**src/hw/cpd_pkg.sv**
```systemverilog
package cpd_pkg;
   localparam int SLOTS = 8;
   localparam int WORD = 32;
   localparam int IDXW = 4;
   localparam int FIFO_DEPTH = 8;
   localparam logic [7:0] MAP_OBJECT = 8'h11;
   localparam logic [5:0] SUB_TX_FIRST = 6'h10;
   localparam logic [5:0] SUB_RX_FIRST = 6'h18;
   localparam logic [5:0] SUB_LAST = 6'h1F;
   localparam logic [31:0] REG_NONE = 32'h0000_0000;
   localparam logic [31:0] REG_STATUS = 32'h0000_0023;
   localparam logic [31:0] MOTOR_REG_MAX = 32'h0000_FFFF;
   localparam logic [31:0] MODULE_REG_STEP = 32'h0001_0000;

   typedef logic [SLOTS-1:0][WORD-1:0] cpd_map_t;

   // Slot 0 is the lowest element.
   localparam cpd_map_t DEF_TX = {32'h0, 32'h0, 32'h0, 32'h0000_0023,
      32'h0000_00A9, 32'h0000_000C, 32'h0000_000A, 32'h0000_0002};
   localparam cpd_map_t DEF_RX = {32'h0, 32'h0, 32'h0, 32'h0,
      32'h0000_0007, 32'h0000_0005, 32'h0000_0003, 32'h0000_0002};

   typedef enum logic [1:0] {
      CPD_BOOT = 2'b00,
      CPD_IDLE = 2'b01,
      CPD_READ = 2'b10
   } cpd_state_t;

   function automatic logic cpd_is_module(input logic [31:0] num);
      return num > MOTOR_REG_MAX;
   endfunction : cpd_is_module

   function automatic logic [31:0] cpd_module_num(input logic [5:0] sub);
      return MODULE_REG_STEP * {26'h0, sub};
   endfunction : cpd_module_num

   // Number of slots in use: the list ends at the first empty slot.
   function automatic logic [IDXW-1:0] cpd_list_len(input cpd_map_t m);
      logic ended;
      logic [IDXW-1:0] n;
      ended = 1'b0;
      n = '0;
      for (int i = 0; i < SLOTS; i++) begin
         if (m[i] == REG_NONE) ended = 1'b1;
         if (!ended) n = n + 4'h1;
      end
      return n;
   endfunction : cpd_list_len

   // Puts the status register into the read list when it is missing.
   // It goes in front of the first empty or module slot, so module
   // registers stay behind the motor registers; a full list loses its
   // last slot.
   function automatic cpd_map_t cpd_force_status(input cpd_map_t m);
      logic ended;
      logic found;
      logic [IDXW-1:0] pos;
      cpd_map_t r;
      ended = 1'b0;
      found = 1'b0;
      pos = 4'(SLOTS);
      for (int i = 0; i < SLOTS; i++) begin
         if (m[i] == REG_NONE) ended = 1'b1;
         if (!ended && m[i] == REG_STATUS) found = 1'b1;
         if (pos == 4'(SLOTS) && (m[i] == REG_NONE || cpd_is_module(m[i])))
            pos = 4'(i);
      end
      if (pos == 4'(SLOTS)) pos = 4'(SLOTS - 1);
      r = m;
      if (!found) begin
         for (int i = 1; i < SLOTS; i++) begin
            if (4'(i) > pos) r[i] = m[i-1];
         end
         r[pos[2:0]] = REG_STATUS;
      end
      return r;
   endfunction : cpd_force_status
endpackage : cpd_pkg

```
**src/hw/cpd_fifo.sv**
```systemverilog
`timescale 1ns/10ps
module cpd_fifo #(
   parameter int WIDTH = 32,
   parameter int DEPTH = 8,
   parameter int AW = $clog2(DEPTH)
) (
   input wire logic sys_clk,
   input wire logic rst,
   input wire logic in_valid,
   output logic in_ready,
   input wire logic [WIDTH-1:0] in_data,
   output logic out_valid,
   input wire logic out_ready,
   output logic [WIDTH-1:0] out_data
);
   logic [WIDTH-1:0] mem_reg [DEPTH];
   logic [WIDTH-1:0] mem_next [DEPTH];
   logic [AW:0] wr_reg, wr_next, rd_reg, rd_next;
   logic full, empty;

   assign empty = wr_reg == rd_reg;
   assign full = (wr_reg[AW] != rd_reg[AW])
      && (wr_reg[AW-1:0] == rd_reg[AW-1:0]);
   assign in_ready = !full;
   assign out_valid = !empty;
   assign out_data = mem_reg[rd_reg[AW-1:0]];

   always_comb begin
      mem_next = mem_reg;
      wr_next = wr_reg;
      rd_next = rd_reg;
      if (in_valid && !full) begin
         mem_next[wr_reg[AW-1:0]] = in_data;
         wr_next = wr_reg + 1'b1;
      end
      if (out_ready && !empty) rd_next = rd_reg + 1'b1;
   end

   always_ff @(posedge sys_clk or posedge rst) begin
      if (rst) begin
         wr_reg <= '0;
         rd_reg <= '0;
         for (int i = 0; i < DEPTH; i++) mem_reg[i] <= '0;
      end else begin
         wr_reg <= wr_next;
         rd_reg <= rd_next;
         mem_reg <= mem_next;
      end
   end
endmodule : cpd_fifo

```
**src/hw/cpd_mapper.sv**
```systemverilog
// How it works
// - Each cycle moves read words to the master and written words inward.
// - Eight slots each way, every slot one 32-bit register value.
// - Parameter object 0x11 subindexes 16 to 31 set slot register numbers.
// - New mapping is used only after save and a power cycle.
// - Default read slots: 2, 10, 12, 169, 35; slots 5 to 7 empty.
// - Default write slots: 2, 3, 5, 7; slots 4 to 7 empty.
// - Status register 35 is always inserted into the read list.
// - Module register number is 65536 times its module subindex.
// - A zero slot ends the list; it and later slots are ignored.
// - Cycles requested too fast may be dropped by the device.
// - Module registers appended last are read each cycle like any other slot.
// - Subindexes 16-20 are read positions 1-5, 24-28 write positions 1-5.
// - Mapping reaches storage only on an explicit save command.
`timescale 1ns/10ps
module cpd_mapper
   import cpd_pkg::*;
#(
   parameter int DEPTH = FIFO_DEPTH
) (
   input wire logic sys_clk,
   input wire logic rst,
   input wire logic cfg_wr,
   input wire logic [7:0] cfg_obj,
   input wire logic [5:0] cfg_sub,
   input wire logic [31:0] cfg_wdata,
   output logic [31:0] cfg_rdata,
   input wire logic cfg_save,
   output logic flash_save,
   output logic [2*SLOTS*WORD-1:0] flash_image,
   input wire logic flash_map_valid,
   input wire logic [2*SLOTS*WORD-1:0] flash_map,
   input wire logic cyc_start,
   output logic cyc_overrun,
   output logic reg_rd_req,
   output logic [31:0] reg_rd_num,
   input wire logic reg_rd_ack,
   input wire logic [31:0] reg_rd_data,
   output logic reg_wr,
   output logic [31:0] reg_wr_num,
   output logic [31:0] reg_wr_data,
   input wire logic rx_valid,
   output logic rx_ready,
   input wire logic rx_first,
   input wire logic [31:0] rx_data,
   output logic tx_valid,
   input wire logic tx_ready,
   output logic [31:0] tx_data,
   output logic [IDXW-1:0] tx_len,
   output logic [IDXW-1:0] rx_len
);
   cpd_state_t state_reg, state_next;
   cpd_map_t act_tx_reg, act_tx_next, act_rx_reg, act_rx_next;
   cpd_map_t stg_tx_reg, stg_tx_next, stg_rx_reg, stg_rx_next;
   logic [IDXW-1:0] tx_len_reg, tx_len_next, rx_len_reg, rx_len_next;
   logic [IDXW-1:0] tx_idx_reg, tx_idx_next, rx_idx_reg, rx_idx_next;
   logic [31:0] cfg_rdata_reg, cfg_rdata_next;
   logic flash_save_reg, flash_save_next, overrun_reg, overrun_next;
   logic wr_reg, wr_next;
   logic [31:0] wr_num_reg, wr_num_next, wr_data_reg, wr_data_next;
   logic fifo_in_ready, push, cfg_hit, cfg_is_rx, status_present;
   logic [2:0] cfg_slot;
   logic [IDXW-1:0] rx_word;
   cpd_map_t boot_tx, boot_rx;

   assign cfg_hit = cfg_obj == MAP_OBJECT && cfg_sub >= SUB_TX_FIRST
      && cfg_sub <= SUB_LAST;
   assign cfg_is_rx = cfg_sub >= SUB_RX_FIRST;
   assign cfg_slot = cfg_sub[2:0];
   assign rx_word = rx_first ? '0 : rx_idx_reg;
   assign reg_rd_req = state_reg == CPD_READ && fifo_in_ready;
   assign reg_rd_num = act_tx_reg[tx_idx_reg[2:0]];
   assign push = reg_rd_req && reg_rd_ack;
   assign rx_ready = state_reg != CPD_BOOT;

   // Flash image: words 0-7 are read slots, words 8-15 are write slots.
   assign boot_tx = flash_map_valid ? flash_map[SLOTS*WORD-1:0] : DEF_TX;
   assign boot_rx = flash_map_valid ? flash_map[2*SLOTS*WORD-1:SLOTS*WORD]
      : DEF_RX;

   always_comb begin
      state_next = state_reg;
      act_tx_next = act_tx_reg;
      act_rx_next = act_rx_reg;
      tx_len_next = tx_len_reg;
      rx_len_next = rx_len_reg;
      stg_tx_next = stg_tx_reg;
      stg_rx_next = stg_rx_reg;
      tx_idx_next = tx_idx_reg;
      overrun_next = 1'b0;
      unique case (state_reg)
         CPD_BOOT: begin
            // The working map is captured once, after reset release.
            act_tx_next = cpd_force_status(boot_tx);
            act_rx_next = boot_rx;
            tx_len_next = cpd_list_len(cpd_force_status(boot_tx));
            rx_len_next = cpd_list_len(boot_rx);
            stg_tx_next = boot_tx;
            stg_rx_next = boot_rx;
            state_next = CPD_IDLE;
         end
         CPD_IDLE: begin
            if (cyc_start) begin
               tx_idx_next = '0;
               state_next = CPD_READ;
            end
         end
         CPD_READ: begin
            if (cyc_start) overrun_next = 1'b1;
            if (push) begin
               tx_idx_next = tx_idx_reg + 4'h1;
               if (tx_idx_reg == tx_len_reg - 4'h1)
                  state_next = CPD_IDLE;
            end
         end
         default: state_next = CPD_BOOT;
      endcase
      // Writes land in the staged map only; the working map stays.
      if (cfg_wr && cfg_hit && state_reg != CPD_BOOT) begin
         if (cfg_is_rx) stg_rx_next[cfg_slot] = cfg_wdata;
         else stg_tx_next[cfg_slot] = cfg_wdata;
      end
   end

   always_comb begin
      cfg_rdata_next = cfg_rdata_reg;
      if (cfg_hit) cfg_rdata_next = cfg_is_rx ? stg_rx_reg[cfg_slot]
         : stg_tx_reg[cfg_slot];
      flash_save_next = cfg_save && state_reg != CPD_BOOT;
      rx_idx_next = rx_idx_reg;
      wr_next = 1'b0;
      wr_num_next = wr_num_reg;
      wr_data_next = wr_data_reg;
      if (rx_valid && rx_ready) begin
         if (rx_word < 4'(SLOTS)) rx_idx_next = rx_word + 4'h1;
         if (rx_word < rx_len_reg) begin
            wr_next = 1'b1;
            wr_num_next = act_rx_reg[rx_word[2:0]];
            wr_data_next = rx_data;
         end
      end
   end

   always_ff @(posedge sys_clk or posedge rst) begin
      if (rst) begin
         state_reg <= CPD_BOOT;
         act_tx_reg <= DEF_TX;
         act_rx_reg <= DEF_RX;
         stg_tx_reg <= DEF_TX;
         stg_rx_reg <= DEF_RX;
         tx_len_reg <= '0;
         rx_len_reg <= '0;
         tx_idx_reg <= '0;
         rx_idx_reg <= '0;
         cfg_rdata_reg <= '0;
         flash_save_reg <= 1'b0;
         overrun_reg <= 1'b0;
         wr_reg <= 1'b0;
         wr_num_reg <= '0;
         wr_data_reg <= '0;
      end else begin
         state_reg <= state_next;
         act_tx_reg <= act_tx_next;
         act_rx_reg <= act_rx_next;
         stg_tx_reg <= stg_tx_next;
         stg_rx_reg <= stg_rx_next;
         tx_len_reg <= tx_len_next;
         rx_len_reg <= rx_len_next;
         tx_idx_reg <= tx_idx_next;
         rx_idx_reg <= rx_idx_next;
         cfg_rdata_reg <= cfg_rdata_next;
         flash_save_reg <= flash_save_next;
         overrun_reg <= overrun_next;
         wr_reg <= wr_next;
         wr_num_reg <= wr_num_next;
         wr_data_reg <= wr_data_next;
      end
   end

   // Read values queue here in slot order; a stalled master stops reads.
   cpd_fifo #(.WIDTH(WORD), .DEPTH(DEPTH)) u_tx_fifo (
      .sys_clk(sys_clk),
      .rst(rst),
      .in_valid(push),
      .in_ready(fifo_in_ready),
      .in_data(reg_rd_data),
      .out_valid(tx_valid),
      .out_ready(tx_ready),
      .out_data(tx_data)
   );

   assign cfg_rdata = cfg_rdata_reg;
   assign flash_save = flash_save_reg;
   assign flash_image = {stg_rx_reg, stg_tx_reg};
   assign cyc_overrun = overrun_reg;
   assign reg_wr = wr_reg;
   assign reg_wr_num = wr_num_reg;
   assign reg_wr_data = wr_data_reg;
   assign tx_len = tx_len_reg;
   assign rx_len = rx_len_reg;

   always_comb begin
      status_present = 1'b0;
      for (int i = 0; i < SLOTS; i++) begin
         if (4'(i) < tx_len_reg && act_tx_reg[i] == REG_STATUS)
            status_present = 1'b1;
      end
   end

   a_status_listed: assert property (@(posedge sys_clk) disable iff (rst)
      state_reg != CPD_BOOT |-> status_present)
      else $error("status register missing from read list");
   a_read_order: assert property (@(posedge sys_clk) disable iff (rst)
      push && state_next == CPD_READ
      |=> tx_idx_reg == $past(tx_idx_reg) + 4'h1)
      else $error("read slots not taken in ascending order");
   a_list_end: assert property (@(posedge sys_clk) disable iff (rst)
      reg_rd_req |-> tx_idx_reg < tx_len_reg && reg_rd_num != REG_NONE)
      else $error("slot beyond list end was read");
   a_wr_first: assert property (@(posedge sys_clk) disable iff (rst)
      rx_valid && rx_ready && rx_first && rx_len_reg != 4'h0
      |=> reg_wr && reg_wr_num == act_rx_reg[0]
      && reg_wr_data == $past(rx_data))
      else $error("first write word not sent to slot 0 register");
   a_save_only: assert property (@(posedge sys_clk) disable iff (rst)
      flash_save |-> $past(cfg_save))
      else $error("storage written without save command");
   a_map_hold: assert property (@(posedge sys_clk) disable iff (rst)
      state_reg != CPD_BOOT |=> $stable(act_tx_reg) && $stable(act_rx_reg))
      else $error("working map changed without power cycle");
   a_overrun_flag: assert property (@(posedge sys_clk) disable iff (rst)
      state_reg == CPD_READ && cyc_start |=> cyc_overrun ##1 !cyc_overrun)
      else $error("early cycle request not flagged");
   a_default_map: assert property (@(posedge sys_clk) disable iff (rst)
      state_reg == CPD_BOOT && !flash_map_valid
      |=> act_tx_reg == DEF_TX && act_rx_reg == DEF_RX && tx_len_reg == 4'h5)
      else $error("default map not applied");
   a_cfg_store: assert property (@(posedge sys_clk) disable iff (rst)
      cfg_wr && cfg_hit && !cfg_is_rx && state_reg != CPD_BOOT
      |=> stg_tx_reg[$past(cfg_slot)] == $past(cfg_wdata))
      else $error("mapping write not stored");
endmodule : cpd_mapper

```
**config.mk**
```make
export PLATFORM = sky130hd
export DESIGN_NAME = cpd_mapper
export DESIGN_NICKNAME = d
export VERILOG_FILES = /design/src/hw/cpd_pkg.sv /design/src/hw/cpd_fifo.sv /design/src/hw/cpd_mapper.sv
export SDC_FILE = /design/constraint.sdc
export NUM_CORES = 2
export LEC_CHECK = 0
export BUFFER_PORTS_ARGS = -buffer_cell sky130_fd_sc_hd__clkbuf_2
export CAP_MARGIN = 30
export CORE_AREA = 4 4 513 515
export CTS_BUF_LIST = sky130_fd_sc_hd__clkbuf_8 sky130_fd_sc_hd__clkbuf_16
export CTS_CLUSTER_DIAMETER = 200
export DETAILED_ROUTE_END_ITERATION = 8
export DIE_AREA = 0 0 517 519
export GPL_TIMING_DRIVEN = 0
export PLACE_DENSITY = 0.46
export SYNTH_ARGS = -nofsm -noshare
export SYNTH_HDL_FRONTEND = slang
export SYNTH_SLANG_ARGS = --single-unit
```
**constraint.sdc**
```tcl
create_clock -name sys_clk -period 46.3 [get_ports sys_clk]
set_clock_uncertainty 0.05 [all_clocks]
set_input_delay 9.26 -clock sys_clk [delete_from_list [all_inputs] [get_ports sys_clk]]
set_output_delay 9.26 -clock sys_clk [all_outputs]
set_load 0.005 [all_outputs]
```
==> impl_summary.md <==
Critical path
The critical path arrival is roughly 17 ns. STA puts the critical path data required time at 47.06 ns. The kind of start point of the critical path is an input port. The startpoint-to-endpoint class of the critical path is input port to flop. The top fanout value on the critical path is 10. On the worst path, the slowest cell contributes a delay of approximately 0.82 ns.

The slowest stage of the critical path is the sky130_fd_sc_hd__clkinv_1 cell. The kind of end point of the critical path is a flop.

Cells and area
The final layout contains 9327 nets. In the layout the commonest cells are sky130_fd_sc_hd__dfrtp_1, sky130_fd_sc_hd__clkbuf_2, sky130_fd_sc_hd__nand2_1. The register with the most flip-flops in the layout has between 500 and 600 of them.

Counting the fill cells in the layout gives about 27000. Of the cells placed in the final design, the portion with a size suffix greater than 1 is between 20% and 30%. Summing all flip-flop and latch instances after layout gives about 35000 um^2.

The growth of design area from synthesis to finish is 27.39%. The library cell used most frequently in the layout, excluding fill and tap cells, is sky130_fd_sc_hd__dfrtp_1. In the final layout, the multi-input gates occupy about 34000 um^2.

Clocking
The cell sitting at the root of the clock tree is a sky130_fd_sc_hd__clkbuf_16. The number of setup buffers added after CTS is 0. The total clock buffers created by CTS is ~170. The clock latency of the later-clocked register in the worst-skew pair is between 0.8 and 0.9 ns. The clock sink count is between 1000 and 1500. In this run, post-CTS repair resized a total of 0 instances.

TritonCTS built the clock tree. Clock-pin slew was measured on the worst setup and hold paths at 0.06 ns. The clock tree synthesis step divided the H-tree into 4 levels.

The number of buffers on the longest clock path is 3. The total of hold buffers inserted after clock tree synthesis is 0.

Outcome
The flow ran to the end, and the final reports show no timing, DRC or antenna violations.

Job
Max-cap violations in this run came to 0.

Place
The wire-length estimate of the detail-placed layout is slightly above 500000 um. At the end of routability-driven placement, the weighted congestion stood at around 1.1. The count of buffers added on input and output ports is approximately 1300.

Yosys
After technology mapping, the gate count stands at 7028. The share of the Yosys chip area taken by registers is roughly half. In the post-synthesis netlist, the biggest area contributors are sky130_fd_sc_hd__dfrtp_1, sky130_fd_sc_hd__mux2_2, sky130_fd_sc_hd__mux4_2.

The warning count from the yosys run is 0. The number of nets in the synthesized netlist is about 7700. The most used flip-flop cell after synthesis is sky130_fd_sc_hd__dfrtp_1.

The top cell type's share of synthesized area is a little under half. The area of the mapped netlist is ~71000 um^2. Counting flops and latches in the post-synthesis netlist gives around 1400. The library cell with the largest summed area after synthesis is sky130_fd_sc_hd__dfrtp_1. Yosys mapped the design onto 100 distinct sky130hd cell types. The per-instance average area after synthesis is about 10 um^2. In the synthesized netlist the async set-or-reset flop fraction comes to 100.0%.

Counting flops with a built-in enable in the synthesized netlist gives 0.

Route
Before antenna repair, the detailed router went through 7 iterations. The number of nets still failing antenna checks after routing is 0. Summing over every cut layer, the via total after detailed routing is a little under 80000.

In the routed design, unresolved DRC markers number 0. The iteration-0 DRC count of the detailed router is 11790. The post-detailed-route wirelength per cell is slightly above 50 um.

The final layout contains routed wiring with a total length of ~620000 um. After detailed routing, the number of vias per cell comes to ~6.4.

Floorplan
The area of the die is around 270000 um^2. The placeable core area is between 200000 and 300000 um^2. The initial core utilization is between 20 and 30%. In this run the vertical extent of the chip is just over 500 um. The die width is about 520 um. The I/O pin count is 1318. The placement row count is between 150 and 200.

GRT
The number of global-route vias before repair is ~75000. The maximum number of pins on one net before global-route repair is between 40 and 50. After global routing the overflow that remains totals 0. The global routing usage on met2 is ~65%.

The number of antenna violations at the first check in global routing is 144. The total routing resource utilization after global routing is between 40 and 50%. The wire length of the first global-routing pass is between 700000 and 800000 um. In the global route stage, met1 resource usage came out at between 50% and 60%.

The layer flagged by global routing as most heavily used is met2. The routing usage on met3 is 14.34%.

Hold path
The worst hold-check path type is flop to flop.

Power
The worst-case IR drop observed on VDD is about 0.000044 V. In this run the static leakage power is just over 40 nW. Power comes to 6.498 mW. For this design the ratio of total power to cell area is just over 70 nW/um^2.

STA
The count of final setup violators is 0. The maximum clock frequency is approximately 62 MHz. The final hold violation count is 0. In the finished design, the share of the clock period the worst path needs comes to between 30 and 40%. Setup repair after global routing left no endpoint under its margin. The max-slew violation count is 0. In this run the tightest slew margin relative to its limit is a little under a quarter.

Setup total negative slack on the finished layout was measured at 0 ns. The worst-margin pin slew is ~1.1 ns. The worst path in the final design needs a cycle of roughly 16 ns, including I/O delays and setup.
==> Yosys cell counts, types with 110 or more instances <==
cell	n
sky130_fd_sc_hd__a21oi_1	467
sky130_fd_sc_hd__a22o_1	338
sky130_fd_sc_hd__a22oi_1	341
sky130_fd_sc_hd__a31oi_1	200
sky130_fd_sc_hd__buf_1	115
sky130_fd_sc_hd__clkbuf_1	530
sky130_fd_sc_hd__dfrtp_1	1365
sky130_fd_sc_hd__mux2_2	367
sky130_fd_sc_hd__mux2i_1	123
sky130_fd_sc_hd__mux4_2	176
sky130_fd_sc_hd__nand2_1	818
sky130_fd_sc_hd__nand3_1	247
sky130_fd_sc_hd__nor2_1	596
sky130_fd_sc_hd__nor4_1	110
sky130_fd_sc_hd__o21ai_0	430
==> report_power, final <==
group	leakage (nW)	switching (mW)	internal, mW
sequential	18.1	0.641	1.71
clock	3.01	0.617	0.788
combinational	19.7	1.77	0.974
==> kinds of logic (layout without fill, tap and decap cells) <==
| group | Yosys count | after routing | synth area share [%] |
|---|---|---|---|
| DFF | 1405 | 1405 | 49.31 |
| adders and majority gates | 17 | 17 | 0.2979 |
| other | 0 | 74 | 0 |
| xor gates and xnor gates | 26 | 26 | 0.3295 |
| AOI/OAI and AO/OA | 2123 | 2123 | 19.92 |
| muxes | 667 | 667 | 13.08 |
| and+or+nand+nor | 2085 | 2085 | 13.18 |
| buffers and inverters | 705 | 2490 | 3.876 |
==> routing by layer <==
metal  up-vias  wire (um)
li1      29630          -
met1     40550     221500
met2      6530     260500
met3      1898      67020
met4        64      71360
met5         -        632
==> critical path: cells and delay by family <==
| family | cells | cell delay (ns) |
|---|---|---|
| XOR/XNOR | 1 | 0.12 |
| multiplexers | 1 | 0.22 |
| adder cells (fa/ha/maj) | 3 | 0.83 |
| AND/OR/NAND/NOR | 9 | 2.29 |
| AO/OA/AOI/OAI | 5 | 1.74 |
| buffers and inverters | 6 | 2.32 |
==> path summary, 6_finish.rpt <==
check / slack (ns) / endpoint / start / cells past startpoint
max: 30.25 / tx_len[2] / flash_map_valid / 25
min: 0.42 / act_tx_reg[129] / act_tx_reg[129] / 2
max reg2reg: 40.94 / reg_wr_num[6] / rx_idx_reg[1] / 16
min reg2reg: 0.42 / act_tx_reg[129] / act_tx_reg[129] / 2
max in group asynchronous: 35.17 / act_tx_reg[247] / rst / 11
min in group asynchronous: 8.28 / reg_wr_data[29] / rst / 2
==> metrics by stage <==
stage | hold WS, ns | cell area, um^2 | cells | setup slack (ns) | util, %
2_1_floorplan | 0.3834 | 71400 | 7028 | 17.58 | -
3_3_place_gp | 0.4065 | 82090 | 11720 | 7.019 | 31.72
3_5_place_dp | 0.4041 | 84950 | 11900 | 29.70 | 32.83
4_1_cts | 0.4160 | 90680 | 12210 | 30.59 | 35.04
5_1_grt | 0.4244 | 90820 | 12240 | 30.26 | 35.10
6_report | 0.4184 | 90950 | 12290 | 30.25 | 35.15
==> cell type report <==
type                            count  area share, %
Sequential cell                  1405          38.71
Multi-Input combinational cell   4918          36.83
Timing Repair Buffer             1474          10.17
Clock buffer                      219          5.518
Tap cell                         3402          4.680
Buffer                            673          2.971
Clock inverter                     92         0.7745
Antenna cell                       74         0.2036
Inverter                           32         0.1362
Note: power is estimated with default switching activity, not from simulation.
